<file path="src/uic_params.svh">
`ifndef UIC_PARAMS_SVH
`define UIC_PARAMS_SVH

// register byte offsets
`define UIC_OFS_CLK    6'h00
`define UIC_OFS_MOD    6'h04
`define UIC_OFS_BR     6'h08
`define UIC_OFS_CTL    6'h0c
`define UIC_OFS_INTF   6'h10
`define UIC_OFS_INTE   6'h14
`define UIC_OFS_TXD    6'h18
`define UIC_OFS_RXD    6'h1c

// writable bits of each register
`define UIC_CLK_MASK   16'h0133
`define UIC_MOD_MASK   16'h1f7f
`define UIC_BR_MASK    16'h0fff
`define UIC_INTE_MASK  7'h7f
`define UIC_INTF_W1C   7'h78

// clock_select fields
`define UIC_DEBUG_CLOCK_RUN      8
`define UIC_DIV_HI     5
`define UIC_DIV_LO     4
`define UIC_SRC_HI     1
`define UIC_SRC_LO     0

// line_mode fields
`define UIC_CARRIER_PERIOD_SEL      12
`define UIC_CARRIER_ENABLE      11
`define UIC_SAMPLING_DIVIDER      10
`define UIC_RX_INVERT      9
`define UIC_TX_INVERT      8
`define UIC_INPUT_PULLUP       6
`define UIC_OUTPUT_DRIVE_MODE      5
`define UIC_INFRARED_MODE       4
`define UIC_CHAR_LENGTH       3
`define UIC_PARITY_ENABLE       2
`define UIC_PARITY_TYPE       1
`define UIC_STOP_LENGTH       0

// rate_setting fields
`define UIC_FMD_HI     11
`define UIC_FMD_LO     8
`define UIC_BRT_HI     7
`define UIC_BRT_LO     0

// channel_control fields
`define UIC_SOFT_RESET_BIT     1
`define UIC_MODULE_ENABLE      0

// irq_flag_reg bit positions
`define UIC_F_TBE      0
`define UIC_F_RB1      1
`define UIC_F_RB2      2
`define UIC_F_OE       3
`define UIC_F_PE       4
`define UIC_F_FE       5
`define UIC_F_TEND     6
`define UIC_F_TBSY     8
`define UIC_F_RBSY     9

// reset values and counts
`define UIC_REG_RST    16'h0000
`define UIC_INTF_RST   7'h01
`define UIC_SRST_LEN   3'h4
`define UIC_SDIV_FAST  4'h3
`define UIC_SDIV_SLOW  4'hf

`endif

</file>
<file path="src/uic_pkg.sv">
package uic_pkg;

  typedef logic [15:0] uic_word_t;
  typedef logic [6:0]  uic_flags_t;

  // operating clock sources
  typedef enum logic [1:0] {
    UIC_SRC_INTERNAL,
    UIC_SRC_LOW_SPEED,
    UIC_SRC_HIGH_SPEED,
    UIC_SRC_EXTERNAL
  } uic_src_e;

endpackage

</file>
<file path="src/uic_ctrl.sv">
`include "uic_params.svh"

//////////////////////////////////////////////////////////////////////////////
module uic_ctrl
  import uic_pkg::*;
#(
  parameter logic [3:0] SRC_SUPPORTED = 4'hf
) (
  // clock and reset
  input  wire logic        clock,
  input  wire logic        rst_n,
  // avalon-mm slave
  input  wire logic [5:0]  address,
  input  wire logic        read,
  input  wire logic        write,
  input  wire logic [3:0]  byteenable,
  input  wire logic [31:0] writedata,
  output logic      [31:0] readdata,
  output logic             waitrequest,
  // clock sources and debug state
  input  wire logic        internal_osc,
  input  wire logic        low_speed_osc,
  input  wire logic        high_speed_osc,
  input  wire logic        external_clock_in,
  input  wire logic        debug_halt,
  // engine timing and reset
  output logic             operating_clock_tick,
  output logic             sample_tick,
  output logic             channel_reset,
  // transmit engine
  output logic      [7:0]  tx_data,
  output logic             tx_data_valid,
  input  wire logic        tx_take,
  input  wire logic        tx_stop_done,
  input  wire logic        tx_busy,
  input  wire logic        tx_line,
  input  wire logic        ir_tx_pulse,
  input  wire logic        carrier_wave,
  // receive engine
  input  wire logic        rx_push,
  input  wire logic [7:0]  rx_data,
  input  wire logic        rx_frame_err,
  input  wire logic        rx_parity_err,
  input  wire logic        rx_busy,
  input  wire logic        ir_rx_line,
  output logic             rx_pin_level,
  output logic             rx_line,
  // settings to engines
  output logic             char_length,
  output logic             parity_enable,
  output logic             parity_type,
  output logic             stop_length,
  output logic      [7:0]  baud_count,
  output logic      [3:0]  fine_rate,
  output logic             input_pullup,
  // pins and interrupt
  input  wire logic        serial_in_pin,
  output logic             serial_out_pin,
  output logic             serial_out_oe,
  output logic             irq
);

  //////////////////////////////////////////////////////////////////////////
  // functions

  function automatic logic hit(input logic [5:0] a, input logic [5:0] o);
    hit = (a[5:2] == o[5:2]);
  endfunction

  function automatic uic_word_t merge(input uic_word_t old,
                                     input logic [15:0] wd,
                                     input logic [1:0] be,
                                     input uic_word_t msk);
    uic_word_t m;
    m = old;
    if (be[0]) m[7:0] = wd[7:0];
    if (be[1]) m[15:8] = wd[15:8];
    merge = m & msk;
  endfunction

  //////////////////////////////////////////////////////////////////////////
  // declarations

  logic        ack_q;
  logic        wr_acc;
  logic        rd_acc;
  uic_word_t   clk_q;
  uic_word_t   mod_q;
  uic_word_t   br_q;
  logic        module_enable_q;
  logic [2:0]  srst_q;
  logic        srst_busy;
  uic_flags_t  flag_q;
  uic_flags_t  flag_d;
  uic_flags_t  flag_set;
  uic_flags_t  flag_clr;
  uic_flags_t  inte_q;
  uic_word_t   rd_word;
  logic        tx_full_q;
  logic [7:0]  tx_data_q;
  logic [1:0]  rx_cnt_q;
  logic [1:0]  rx_eff;
  logic [9:0]  rx_slot_q [2];
  logic        pop;
  logic        push_ok;
  logic        overrun;
  logic        head_err_fe;
  logic        head_err_pe;
  logic [3:0]  src_in;
  logic [3:0]  s1_q;
  logic [3:0]  s2_q;
  logic [3:0]  s3_q;
  logic [3:0]  src_f_q;
  logic        sel_prev_q;
  logic        sel_lvl;
  logic [2:0]  div_cnt_q;
  logic [2:0]  div_lim;
  logic        op_run;
  logic        op_tick_q;
  logic [3:0]  samp_cnt_q;
  logic [3:0]  samp_lim;
  logic        samp_tick_q;
  logic [2:0]  pin_q;
  logic        pin_f_q;
  logic        rx_pin_q;
  logic        rx_line_q;
  logic        tx_base;
  logic        out_q;
  logic [1:0]  new_src;

  //////////////////////////////////////////////////////////////////////////
  // avalon-mm slave: one wait cycle, then the access completes

  assign waitrequest = (read | write) & ~ack_q;
  assign wr_acc      = write & ack_q;
  assign rd_acc      = read & ack_q & ~write;

  always_ff @(posedge clock or negedge rst_n) begin
    if (!rst_n) begin
      ack_q <= 1'b0;
    end else begin
      ack_q <= (read | write) & ~ack_q;
    end
  end

  always_comb begin
    rd_word = `UIC_REG_RST;
    if (hit(address, `UIC_OFS_CLK)) rd_word = clk_q;
    if (hit(address, `UIC_OFS_MOD)) rd_word = mod_q;
    if (hit(address, `UIC_OFS_BR))  rd_word = br_q;
    if (hit(address, `UIC_OFS_CTL)) begin
      rd_word[`UIC_SOFT_RESET_BIT] = srst_busy;
      rd_word[`UIC_MODULE_ENABLE]  = module_enable_q;
    end
    if (hit(address, `UIC_OFS_INTF)) begin
      rd_word[6:0]        = flag_q;
      rd_word[`UIC_F_TBSY] = tx_busy;
      rd_word[`UIC_F_RBSY] = rx_busy;
    end
    if (hit(address, `UIC_OFS_INTE)) rd_word[6:0] = inte_q;
    if (hit(address, `UIC_OFS_TXD))  rd_word[7:0] = tx_data_q;
    if (hit(address, `UIC_OFS_RXD) && rx_cnt_q != 2'h0) begin
      rd_word[7:0] = rx_slot_q[0][7:0];
    end
  end

  always_ff @(posedge clock or negedge rst_n) begin
    if (!rst_n) begin
      readdata <= 32'h0000_0000;
    end else if (read && !ack_q) begin
      readdata <= {16'h0000, rd_word};
    end
  end

  //////////////////////////////////////////////////////////////////////////
  // configuration registers

  assign new_src = writedata[`UIC_SRC_HI:`UIC_SRC_LO];

  always_ff @(posedge clock or negedge rst_n) begin
    if (!rst_n) begin
      clk_q   <= `UIC_REG_RST;
      mod_q   <= `UIC_REG_RST;
      br_q    <= `UIC_REG_RST;
      module_enable_q <= 1'b0;
      inte_q  <= '0;
    end else if (wr_acc) begin
      if (hit(address, `UIC_OFS_CLK)) begin
        clk_q <= merge(clk_q, writedata[15:0], byteenable[1:0],
                       `UIC_CLK_MASK);
        if (!SRC_SUPPORTED[new_src] || !byteenable[0]) begin
          clk_q[`UIC_SRC_HI:`UIC_SRC_LO] <=
            clk_q[`UIC_SRC_HI:`UIC_SRC_LO];
        end
      end
      if (hit(address, `UIC_OFS_MOD)) begin
        mod_q <= merge(mod_q, writedata[15:0], byteenable[1:0],
                       `UIC_MOD_MASK);
      end
      if (hit(address, `UIC_OFS_BR)) begin
        br_q <= merge(br_q, writedata[15:0], byteenable[1:0],
                      `UIC_BR_MASK);
      end
      if (hit(address, `UIC_OFS_CTL) && byteenable[0]) begin
        module_enable_q <= writedata[`UIC_MODULE_ENABLE];
      end
      if (hit(address, `UIC_OFS_INTE) && byteenable[0]) begin
        inte_q <= writedata[6:0] & `UIC_INTE_MASK;
      end
    end
  end

  assign char_length   = mod_q[`UIC_CHAR_LENGTH];
  assign parity_enable = mod_q[`UIC_PARITY_ENABLE];
  assign parity_type   = mod_q[`UIC_PARITY_TYPE];
  assign stop_length   = mod_q[`UIC_STOP_LENGTH];
  assign input_pullup  = mod_q[`UIC_INPUT_PULLUP];
  assign baud_count    = br_q[`UIC_BRT_HI:`UIC_BRT_LO];
  assign fine_rate     = br_q[`UIC_FMD_HI:`UIC_FMD_LO];

  //////////////////////////////////////////////////////////////////////////
  // software reset: busy for a fixed count, then self-clears

  assign srst_busy     = (srst_q != 3'h0);
  assign channel_reset = srst_busy;

  always_ff @(posedge clock or negedge rst_n) begin
    if (!rst_n) begin
      srst_q <= 3'h0;
    end else if (wr_acc && hit(address, `UIC_OFS_CTL) && byteenable[0]
                 && writedata[`UIC_SOFT_RESET_BIT]) begin
      srst_q <= `UIC_SRST_LEN;
    end else if (srst_busy) begin
      srst_q <= srst_q - 3'h1;
    end
  end

  //////////////////////////////////////////////////////////////////////////
  // transmit buffer

  assign tx_data       = tx_data_q;
  assign tx_data_valid = tx_full_q;

  always_ff @(posedge clock or negedge rst_n) begin
    if (!rst_n) begin
      tx_full_q <= 1'b0;
      tx_data_q <= 8'h00;
    end else if (srst_busy) begin
      tx_full_q <= 1'b0;
    end else if (wr_acc && hit(address, `UIC_OFS_TXD) && byteenable[0]) begin
      tx_full_q <= 1'b1;
      tx_data_q <= writedata[7:0];
    end else if (tx_take) begin
      tx_full_q <= 1'b0;
    end
  end

  //////////////////////////////////////////////////////////////////////////
  // two-entry receive buffer, slot 0 is the oldest byte

  assign pop     = rd_acc && hit(address, `UIC_OFS_RXD) && rx_cnt_q != 2'h0;
  assign rx_eff  = rx_cnt_q - {1'b0, pop};
  assign push_ok = rx_push && rx_eff != 2'h2;
  assign overrun = rx_push && rx_eff == 2'h2;

  assign head_err_fe = rx_slot_q[0][9];
  assign head_err_pe = rx_slot_q[0][8];

  always_ff @(posedge clock or negedge rst_n) begin
    if (!rst_n) begin
      rx_cnt_q     <= 2'h0;
      rx_slot_q[0] <= '0;
      rx_slot_q[1] <= '0;
    end else if (srst_busy) begin
      rx_cnt_q <= 2'h0;
    end else begin
      if (pop) begin
        rx_slot_q[0] <= rx_slot_q[1];
      end
      if (push_ok) begin
        rx_slot_q[rx_eff[0]] <= {rx_frame_err, rx_parity_err, rx_data};
      end
      rx_cnt_q <= rx_eff + {1'b0, push_ok};
    end
  end

  //////////////////////////////////////////////////////////////////////////
  // interrupt flags: set wins over clear, soft reset wins over both

  always_comb begin
    flag_set = '0;
    flag_clr = '0;
    if (wr_acc && hit(address, `UIC_OFS_INTF) && byteenable[0]) begin
      flag_clr = writedata[6:0] & `UIC_INTF_W1C;
    end
    flag_set[`UIC_F_TBE] = tx_take & tx_full_q;
    if (wr_acc && hit(address, `UIC_OFS_TXD) && byteenable[0]) begin
      flag_clr[`UIC_F_TBE] = 1'b1;
    end
    flag_set[`UIC_F_TEND] = tx_stop_done & flag_q[`UIC_F_TBE]
                            & ~tx_full_q;
    flag_set[`UIC_F_OE]   = overrun;
    flag_set[`UIC_F_RB1]  = push_ok & (rx_eff == 2'h0);
    flag_set[`UIC_F_RB2]  = push_ok & (rx_eff == 2'h1);
    if (pop) begin
      flag_clr[`UIC_F_RB2] = 1'b1;
      flag_clr[`UIC_F_RB1] = (rx_cnt_q == 2'h1);
      flag_clr[`UIC_F_FE]  = flag_clr[`UIC_F_FE] | head_err_fe;
      flag_clr[`UIC_F_PE]  = flag_clr[`UIC_F_PE] | head_err_pe;
      if (rx_cnt_q == 2'h2) begin
        flag_set[`UIC_F_FE] = rx_slot_q[1][9];
        flag_set[`UIC_F_PE] = rx_slot_q[1][8];
      end
    end
    if (push_ok && rx_eff == 2'h0) begin
      flag_set[`UIC_F_FE] = rx_frame_err;
      flag_set[`UIC_F_PE] = rx_parity_err;
    end
    flag_d = (flag_q & ~flag_clr) | flag_set;
  end

  always_ff @(posedge clock or negedge rst_n) begin
    if (!rst_n) begin
      flag_q <= `UIC_INTF_RST;
    end else if (srst_busy) begin
      flag_q <= `UIC_INTF_RST;
    end else begin
      flag_q <= flag_d;
    end
  end

  assign irq = |(flag_q & inte_q);

  //////////////////////////////////////////////////////////////////////////
  // clock sources: three-stage filter, selection, divider, gating

  assign src_in = {external_clock_in, high_speed_osc,
                   low_speed_osc, internal_osc};

  genvar gi;
  generate
    for (gi = 0; gi < 4; gi++) begin : g_src
      always_ff @(posedge clock or negedge rst_n) begin
        if (!rst_n) begin
          s1_q[gi]    <= 1'b0;
          s2_q[gi]    <= 1'b0;
          s3_q[gi]    <= 1'b0;
          src_f_q[gi] <= 1'b0;
        end else begin
          s1_q[gi] <= src_in[gi];
          s2_q[gi] <= s1_q[gi];
          s3_q[gi] <= s2_q[gi];
          if (s2_q[gi] == s3_q[gi]) src_f_q[gi] <= s3_q[gi];
        end
      end
    end
  endgenerate

  assign sel_lvl = src_f_q[clk_q[`UIC_SRC_HI:`UIC_SRC_LO]];
  assign op_run  = module_enable_q & (~debug_halt | clk_q[`UIC_DEBUG_CLOCK_RUN]);

  always_comb begin
    unique case (uic_src_e'(clk_q[`UIC_SRC_HI:`UIC_SRC_LO]))
      UIC_SRC_INTERNAL, UIC_SRC_HIGH_SPEED: begin
        div_lim = 3'((4'h1 << clk_q[`UIC_DIV_HI:`UIC_DIV_LO]) - 4'h1);
      end
      UIC_SRC_LOW_SPEED, UIC_SRC_EXTERNAL: begin
        div_lim = 3'h0;
      end
    endcase
  end

  always_ff @(posedge clock or negedge rst_n) begin
    if (!rst_n) begin
      sel_prev_q <= 1'b0;
      div_cnt_q  <= 3'h0;
      op_tick_q  <= 1'b0;
    end else begin
      sel_prev_q <= sel_lvl;
      op_tick_q  <= 1'b0;
      if (!op_run) begin
        div_cnt_q <= 3'h0;
      end else if (sel_lvl && !sel_prev_q) begin
        if (div_cnt_q >= div_lim) begin
          div_cnt_q <= 3'h0;
          op_tick_q <= 1'b1;
        end else begin
          div_cnt_q <= div_cnt_q + 3'h1;
        end
      end
    end
  end

  assign operating_clock_tick = op_tick_q;

  assign samp_lim = mod_q[`UIC_SAMPLING_DIVIDER] ? `UIC_SDIV_FAST
                                      : `UIC_SDIV_SLOW;

  always_ff @(posedge clock or negedge rst_n) begin
    if (!rst_n) begin
      samp_cnt_q  <= 4'h0;
      samp_tick_q <= 1'b0;
    end else begin
      samp_tick_q <= 1'b0;
      if (srst_busy) begin
        samp_cnt_q <= 4'h0;
      end else if (op_tick_q) begin
        if (samp_cnt_q >= samp_lim) begin
          samp_cnt_q  <= 4'h0;
          samp_tick_q <= 1'b1;
        end else begin
          samp_cnt_q <= samp_cnt_q + 4'h1;
        end
      end
    end
  end

  assign sample_tick = samp_tick_q;

  //////////////////////////////////////////////////////////////////////////
  // serial line paths

  always_ff @(posedge clock or negedge rst_n) begin
    if (!rst_n) begin
      pin_q   <= 3'h7;
      pin_f_q <= 1'b1;
    end else begin
      pin_q <= {pin_q[1:0], serial_in_pin};
      if (pin_q[1] == pin_q[2]) pin_f_q <= pin_q[2];
    end
  end

  assign tx_base = mod_q[`UIC_INFRARED_MODE] ? ir_tx_pulse : tx_line;

  always_ff @(posedge clock or negedge rst_n) begin
    if (!rst_n) begin
      rx_pin_q  <= 1'b1;
      rx_line_q <= 1'b1;
      out_q     <= 1'b1;
    end else begin
      rx_pin_q  <= pin_f_q ^ mod_q[`UIC_RX_INVERT];
      rx_line_q <= mod_q[`UIC_INFRARED_MODE] ? ir_rx_line
                                    : (pin_f_q ^ mod_q[`UIC_RX_INVERT]);
      if (mod_q[`UIC_CARRIER_ENABLE] &&
          tx_base == mod_q[`UIC_CARRIER_PERIOD_SEL]) begin
        out_q <= carrier_wave ^ mod_q[`UIC_TX_INVERT];
      end else begin
        out_q <= tx_base ^ mod_q[`UIC_TX_INVERT];
      end
    end
  end

  assign rx_pin_level   = rx_pin_q;
  assign rx_line        = rx_line_q;
  assign serial_out_pin = out_q & ~mod_q[`UIC_OUTPUT_DRIVE_MODE];
  assign serial_out_oe  = mod_q[`UIC_OUTPUT_DRIVE_MODE] ? ~out_q : 1'b1;

  //////////////////////////////////////////////////////////////////////////
  // assertions

  property p_tend;
    @(posedge clock) disable iff (!rst_n)
    tx_stop_done && flag_q[`UIC_F_TBE] && !tx_full_q && !srst_busy
      |=> flag_q[`UIC_F_TEND];
  endproperty
  a_tend: assert property (p_tend)
    else $error("end flag not set after stop");

  property p_fe_clr;
    @(posedge clock) disable iff (!rst_n)
    pop && head_err_fe && !srst_busy && !rx_slot_q[1][9] && !rx_push
      |=> !flag_q[`UIC_F_FE];
  endproperty
  a_fe_clr: assert property (p_fe_clr)
    else $error("framing flag kept after errored read");

  property p_oe_hold;
    @(posedge clock) disable iff (!rst_n)
    flag_q[`UIC_F_OE] && pop && !srst_busy && !flag_clr[`UIC_F_OE]
      |=> flag_q[`UIC_F_OE];
  endproperty
  a_oe_hold: assert property (p_oe_hold)
    else $error("overrun flag cleared by read");

  property p_rb2;
    @(posedge clock) disable iff (!rst_n)
    rx_push && rx_cnt_q == 2'h1 && !pop && !srst_busy
      |=> flag_q[`UIC_F_RB2] && rx_cnt_q == 2'h2;
  endproperty
  a_rb2: assert property (p_rb2)
    else $error("two-full flag missed");

  property p_rb1_clr;
    @(posedge clock) disable iff (!rst_n)
    pop && rx_cnt_q == 2'h1 && !rx_push && !srst_busy
      |=> !flag_q[`UIC_F_RB1] && rx_cnt_q == 2'h0;
  endproperty
  a_rb1_clr: assert property (p_rb1_clr)
    else $error("one-full flag kept after emptying");

  property p_tbe;
    @(posedge clock) disable iff (!rst_n)
    tx_take && tx_full_q && !srst_busy
      |=> flag_q[`UIC_F_TBE] && !tx_data_valid;
  endproperty
  a_tbe: assert property (p_tbe)
    else $error("tx empty flag missed on transfer");

  property p_irq;
    @(posedge clock) disable iff (!rst_n)
    $rose(irq) |-> $changed(flag_q) || $changed(inte_q);
  endproperty
  a_irq: assert property (p_irq)
    else $error("irq raised without enabled flag");

  property p_srst;
    @(posedge clock) disable iff (!rst_n)
    wr_acc && hit(address, `UIC_OFS_CTL) && byteenable[0]
      && writedata[`UIC_SOFT_RESET_BIT] && !srst_busy
      |=> srst_busy[*4] ##1 (!srst_busy && flag_q == `UIC_INTF_RST);
  endproperty
  a_srst: assert property (p_srst)
    else $error("soft reset length or flag clear wrong");

  property p_gate;
    @(posedge clock) disable iff (!rst_n)
    !module_enable_q || (debug_halt && !clk_q[`UIC_DEBUG_CLOCK_RUN])
      |=> !operating_clock_tick;
  endproperty
  a_gate: assert property (p_gate)
    else $error("operating tick while gated");

  c_tend: cover property (@(posedge clock) disable iff (!rst_n)
    $rose(flag_q[`UIC_F_TEND]));
  c_overrun: cover property (@(posedge clock) disable iff (!rst_n)
    overrun);
  c_two_full: cover property (@(posedge clock) disable iff (!rst_n)
    rx_cnt_q == 2'h2 ##1 pop);

endmodule

</file>
<file path="config.mk">
export PLATFORM = sky130hd
export DESIGN_NAME = uic_ctrl
export DESIGN_NICKNAME = d
export VERILOG_FILES = /design/src/uic_pkg.sv /design/src/uic_ctrl.sv
export VERILOG_INCLUDE_DIRS = /design/src /design/src/src
export SDC_FILE = /design/constraint.sdc
export NUM_CORES = 1
export LEC_CHECK = 0
export ABC_AREA = 1
export BUFFER_PORTS_ARGS = -buffer_cell sky130_fd_sc_hd__buf_2
export CAP_MARGIN = 20
export CORE_ASPECT_RATIO = 0.7
export CORE_MARGIN = 1
export CORE_UTILIZATION = 45
export DETAILED_ROUTE_END_ITERATION = 8
export MAX_ROUTING_LAYER = met4
export PLACE_DENSITY = 0.68
export SLEW_MARGIN = 5
export SYNTH_ARGS = -nofsm -noshare
export SYNTH_HDL_FRONTEND = slang
export SYNTH_SLANG_ARGS = --single-unit
</file>
<file path="constraint.sdc">
create_clock -name clock -period 2.64 [get_ports clock]
set_input_delay 0.132 -clock clock [delete_from_list [all_inputs] [get_ports clock]]
set_output_delay 0.132 -clock clock [all_outputs]
set_load 0.02 [all_outputs]
</file>
==> metrics.txt <==
status complete, no violations; CTS root buf clkbuf_16; die height 98.9 um; Die Width around 140 um; combinational fraction of design power 21.5%; Initial DRC Count 474; fin crit share 74.1%; crit path launch type flop; switching share of power 31.3%; CTS tree yes; gpl congestion 0.868; Inserted Diodes 0; Power Total about 0.0065 W; total gr overflow 0; Ports about 140; CTS H-Tree Depth 4; Leak Pwr 3.93 nW; RSZ-0062 raised after global routing false; max-slew violation count 0; share of async-settable or async-resettable flops after synthesis 100%; Int Power roughly 0.0045 W; setup TNS 0 ps; # rows 34; Worst EP required ~3000 ps; Clock power frac 39.6%; Tightest Hold Check Type in2reg; Clock Sinks 125; fin cells slightly above 1000; Die Footprint 13900 um2; hpwl dp 11400 um; clock latency on the worst-skew pair roughly 420 ps; clk buf depth 2; TritonCTS buffer count 17; Routed wire per std cell 15.3 um; most area-hungry cell type in the Yosys netlist dfrtp_1; peak supply drop 0.506 mV; max_cap viols 0; Yosys Warn Count 0; Post-Route WL about 16000 um; DRT Pass-1 Iters 5; crit path max fanout 12; Setup Viol. Count Final 0; Core Util, Final between 50% and 60%; number of enable flip-flop cells after synthesis 0; Clock Skews 4.45 ps; worst slew pin tran 682 ps; vias 5344; dpl cells 980; clock-pin slew on the worst setup and hold paths roughly 60 ps; Core Area 12700 um2; total track usage between 20 and 25%; share of cells above drive strength 1 between 15 and 20%; f_max between 500 and 600 MHz; fill cell count 1110; Fin. Hold Viols 0; Post-CTS Setup Bufs 0; Final min period around 2000 ps; R2R Setup Slk slightly below 700 ps; Netlist cell types 35; count leader, synth nand2_1; largest net degree at the start of global routing 51; Synth top cells by count nand2_1 (212), dfrtp_1 (117), inv_1 (85); post-route ant nets 0; ranking of synthesized cells by area dfrtp_1 (49%), nand2_1 (13%), inv_1 (5.3%), o21ai_0 (5.2%), nand3_1 (4.9%); Post-synth top flop dfrtp_1; vias in the first global route about 5200; initial antenna violation count 0; critical path arrival 2310 ps; Post-DP Area 6640 um2; Reg power frac 38.9%; CP endpoint kind flop; Yosys top cell area share about 50%; DR DRC count 0; Max-slew headroom 54.6%; Mean Syn Cell Area 8.25 um2; initial core utilization 47.4%; Net Sw Power 0.00204 W; routed vias/inst between 5 and 6; cell area after layout 7530 um2; synth-to-layout area growth 24.8%; first-pass GRT wire length between 20000 and 30000 um; pwr dens 866 nW/um2; Post-Synthesis Cell Area 6030 um2; PortBufs 95; Worst Reg-to-Reg Cells 8; crit path kind reg2reg; Synth Instances around 730; Nets 940; register area share after synthesis 52.0%; Hold Path Depth 3; register bit total from synthesis around 130
==> logic make-up (layout without fill, tap and decap cells) <==
| group | after synthesis | in the layout | share of synthesized area (%) |
|---|---|---|---|
| AO/OA/AOI/OAI | 109 | 109 | 10.1 |
| buffers and inverters | 127 | 251 | 9.44 |
| flip-flops | 125 | 125 | 52.0 |
| XOR/XNOR | 6 | 6 | 0.871 |
| AND/OR/NAND/NOR | 349 | 349 | 24.8 |
| other | 1 | 19 | 0.0622 |
| adder cells (fa/ha/maj) | 14 | 14 | 2.70 |
==> power groups by stage <==
stage                     clock network (W)  logic, W  registers [W]
final                               0.00258   0.00140        0.00253
after global routing                0.00271   0.00159        0.00257
after CTS                           0.00261   0.00141        0.00253
after detailed placement                  0   0.00137        0.00256
after global placement                    0   0.00132        0.00254
after floorplan                           0  0.000876        0.00259
==> layout by cell type, fill, tap and decap left out, drive strengths merged <==
cell         netlist  final
nand2            219    219
a41oi              2      2
clkbuf            10     18
dfrtp            117    117
xnor2              2      2
maj3               5      5
dlygate4sd3        0     23
xor2               4      4
a211oi             1      1
o31ai              4      4
ha                 9      9
buf               27    106
conb               1     19
a221oi             1      1
inv               88     89
nor2              51     51
a31oi              3      3
nor3               2      2
nand4             13     13
a21oi             13     13
clkinv             2      6
clkinvlp           0      4
nand3b             3      3
nand3             61     61
o21ai             85     85
bufinv             0      5
dfstp              8      8
==> routing by layer <==
| metal | global-route usage [%] | part of all wire [%] |
|---|---|---|
| met5 | - | 0 |
| met3 | 5.64 | 6.7 |
| met1 | 34.1 | 47 |
| met2 | 37.2 | 45 |
| met4 | 7.52 | 1.2 |
==> path summary, 6_finish.rpt <==
check                                  start            end
min in group asynchronous              rst_n       mod_q[9]
max in group asynchronous              rst_n     src_f_q[3]
worst max register to register         ack_q  rx_slot_q[10]
worst max-delay path                   ack_q  rx_slot_q[10]
worst min-delay path            writedata[9]       mod_q[9]
worst min register to register       s1_q[2]        s2_q[2]
==> cell type report <==
class | instances | area, um2 | share of cell area, %
Clock inverter | 14 | 216 | 2.88
Tap cell | 162 | 203 | 2.69
Sequential cell | 125 | 3140 | 41.7
Inverter | 90 | 338 | 4.49
Timing Repair Buffer | 129 | 803 | 10.7
Clock buffer | 18 | 439 | 5.83
Multi-Input combinational cell | 497 | 2390 | 31.8
==> sequential cells by signal, indices dropped and copies added, names as in the netlist, 4 cells and up, named ones only <==
| register | flops |
|---|---|
| readdata | 13 |
| flag_q | 7 |
| s1_q | 4 |
| clk_q | 5 |
| samp_cnt_q | 4 |
| s3_q | 4 |
| inte_q | 7 |
| mod_q | 12 |
| s2_q | 4 |
| br_q | 12 |
| rx_slot_q | 8 |
| tx_data | 8 |
| src_f_q | 4 |
==> metrics by stage <==
stage,hold slack (ps),worst slack [ps]
6_report,5.53,685
4_1_cts,4.92,696
2_1_floorplan,-164,1100
3_5_place_dp,205,732
3_3_place_gp,204,802
5_1_grt,24.9,457
==> critical path, stage by stage (launching register included) <==
cell	delay, ps
dfrtp_1	390
nand2_1	70
nor2_1	340
nand3_2	220
nand2_1	130
nand3_1	410
nand2_1	170
nand3_1	90
nand2_1	70
==> timing repair <==
action / in CTS / in global routing
hold buffers: 23 / 0
hold endpoints to repair: 66 / 0
gates resized for setup: 0 / 0
Power figures use the tool's default switching activity.
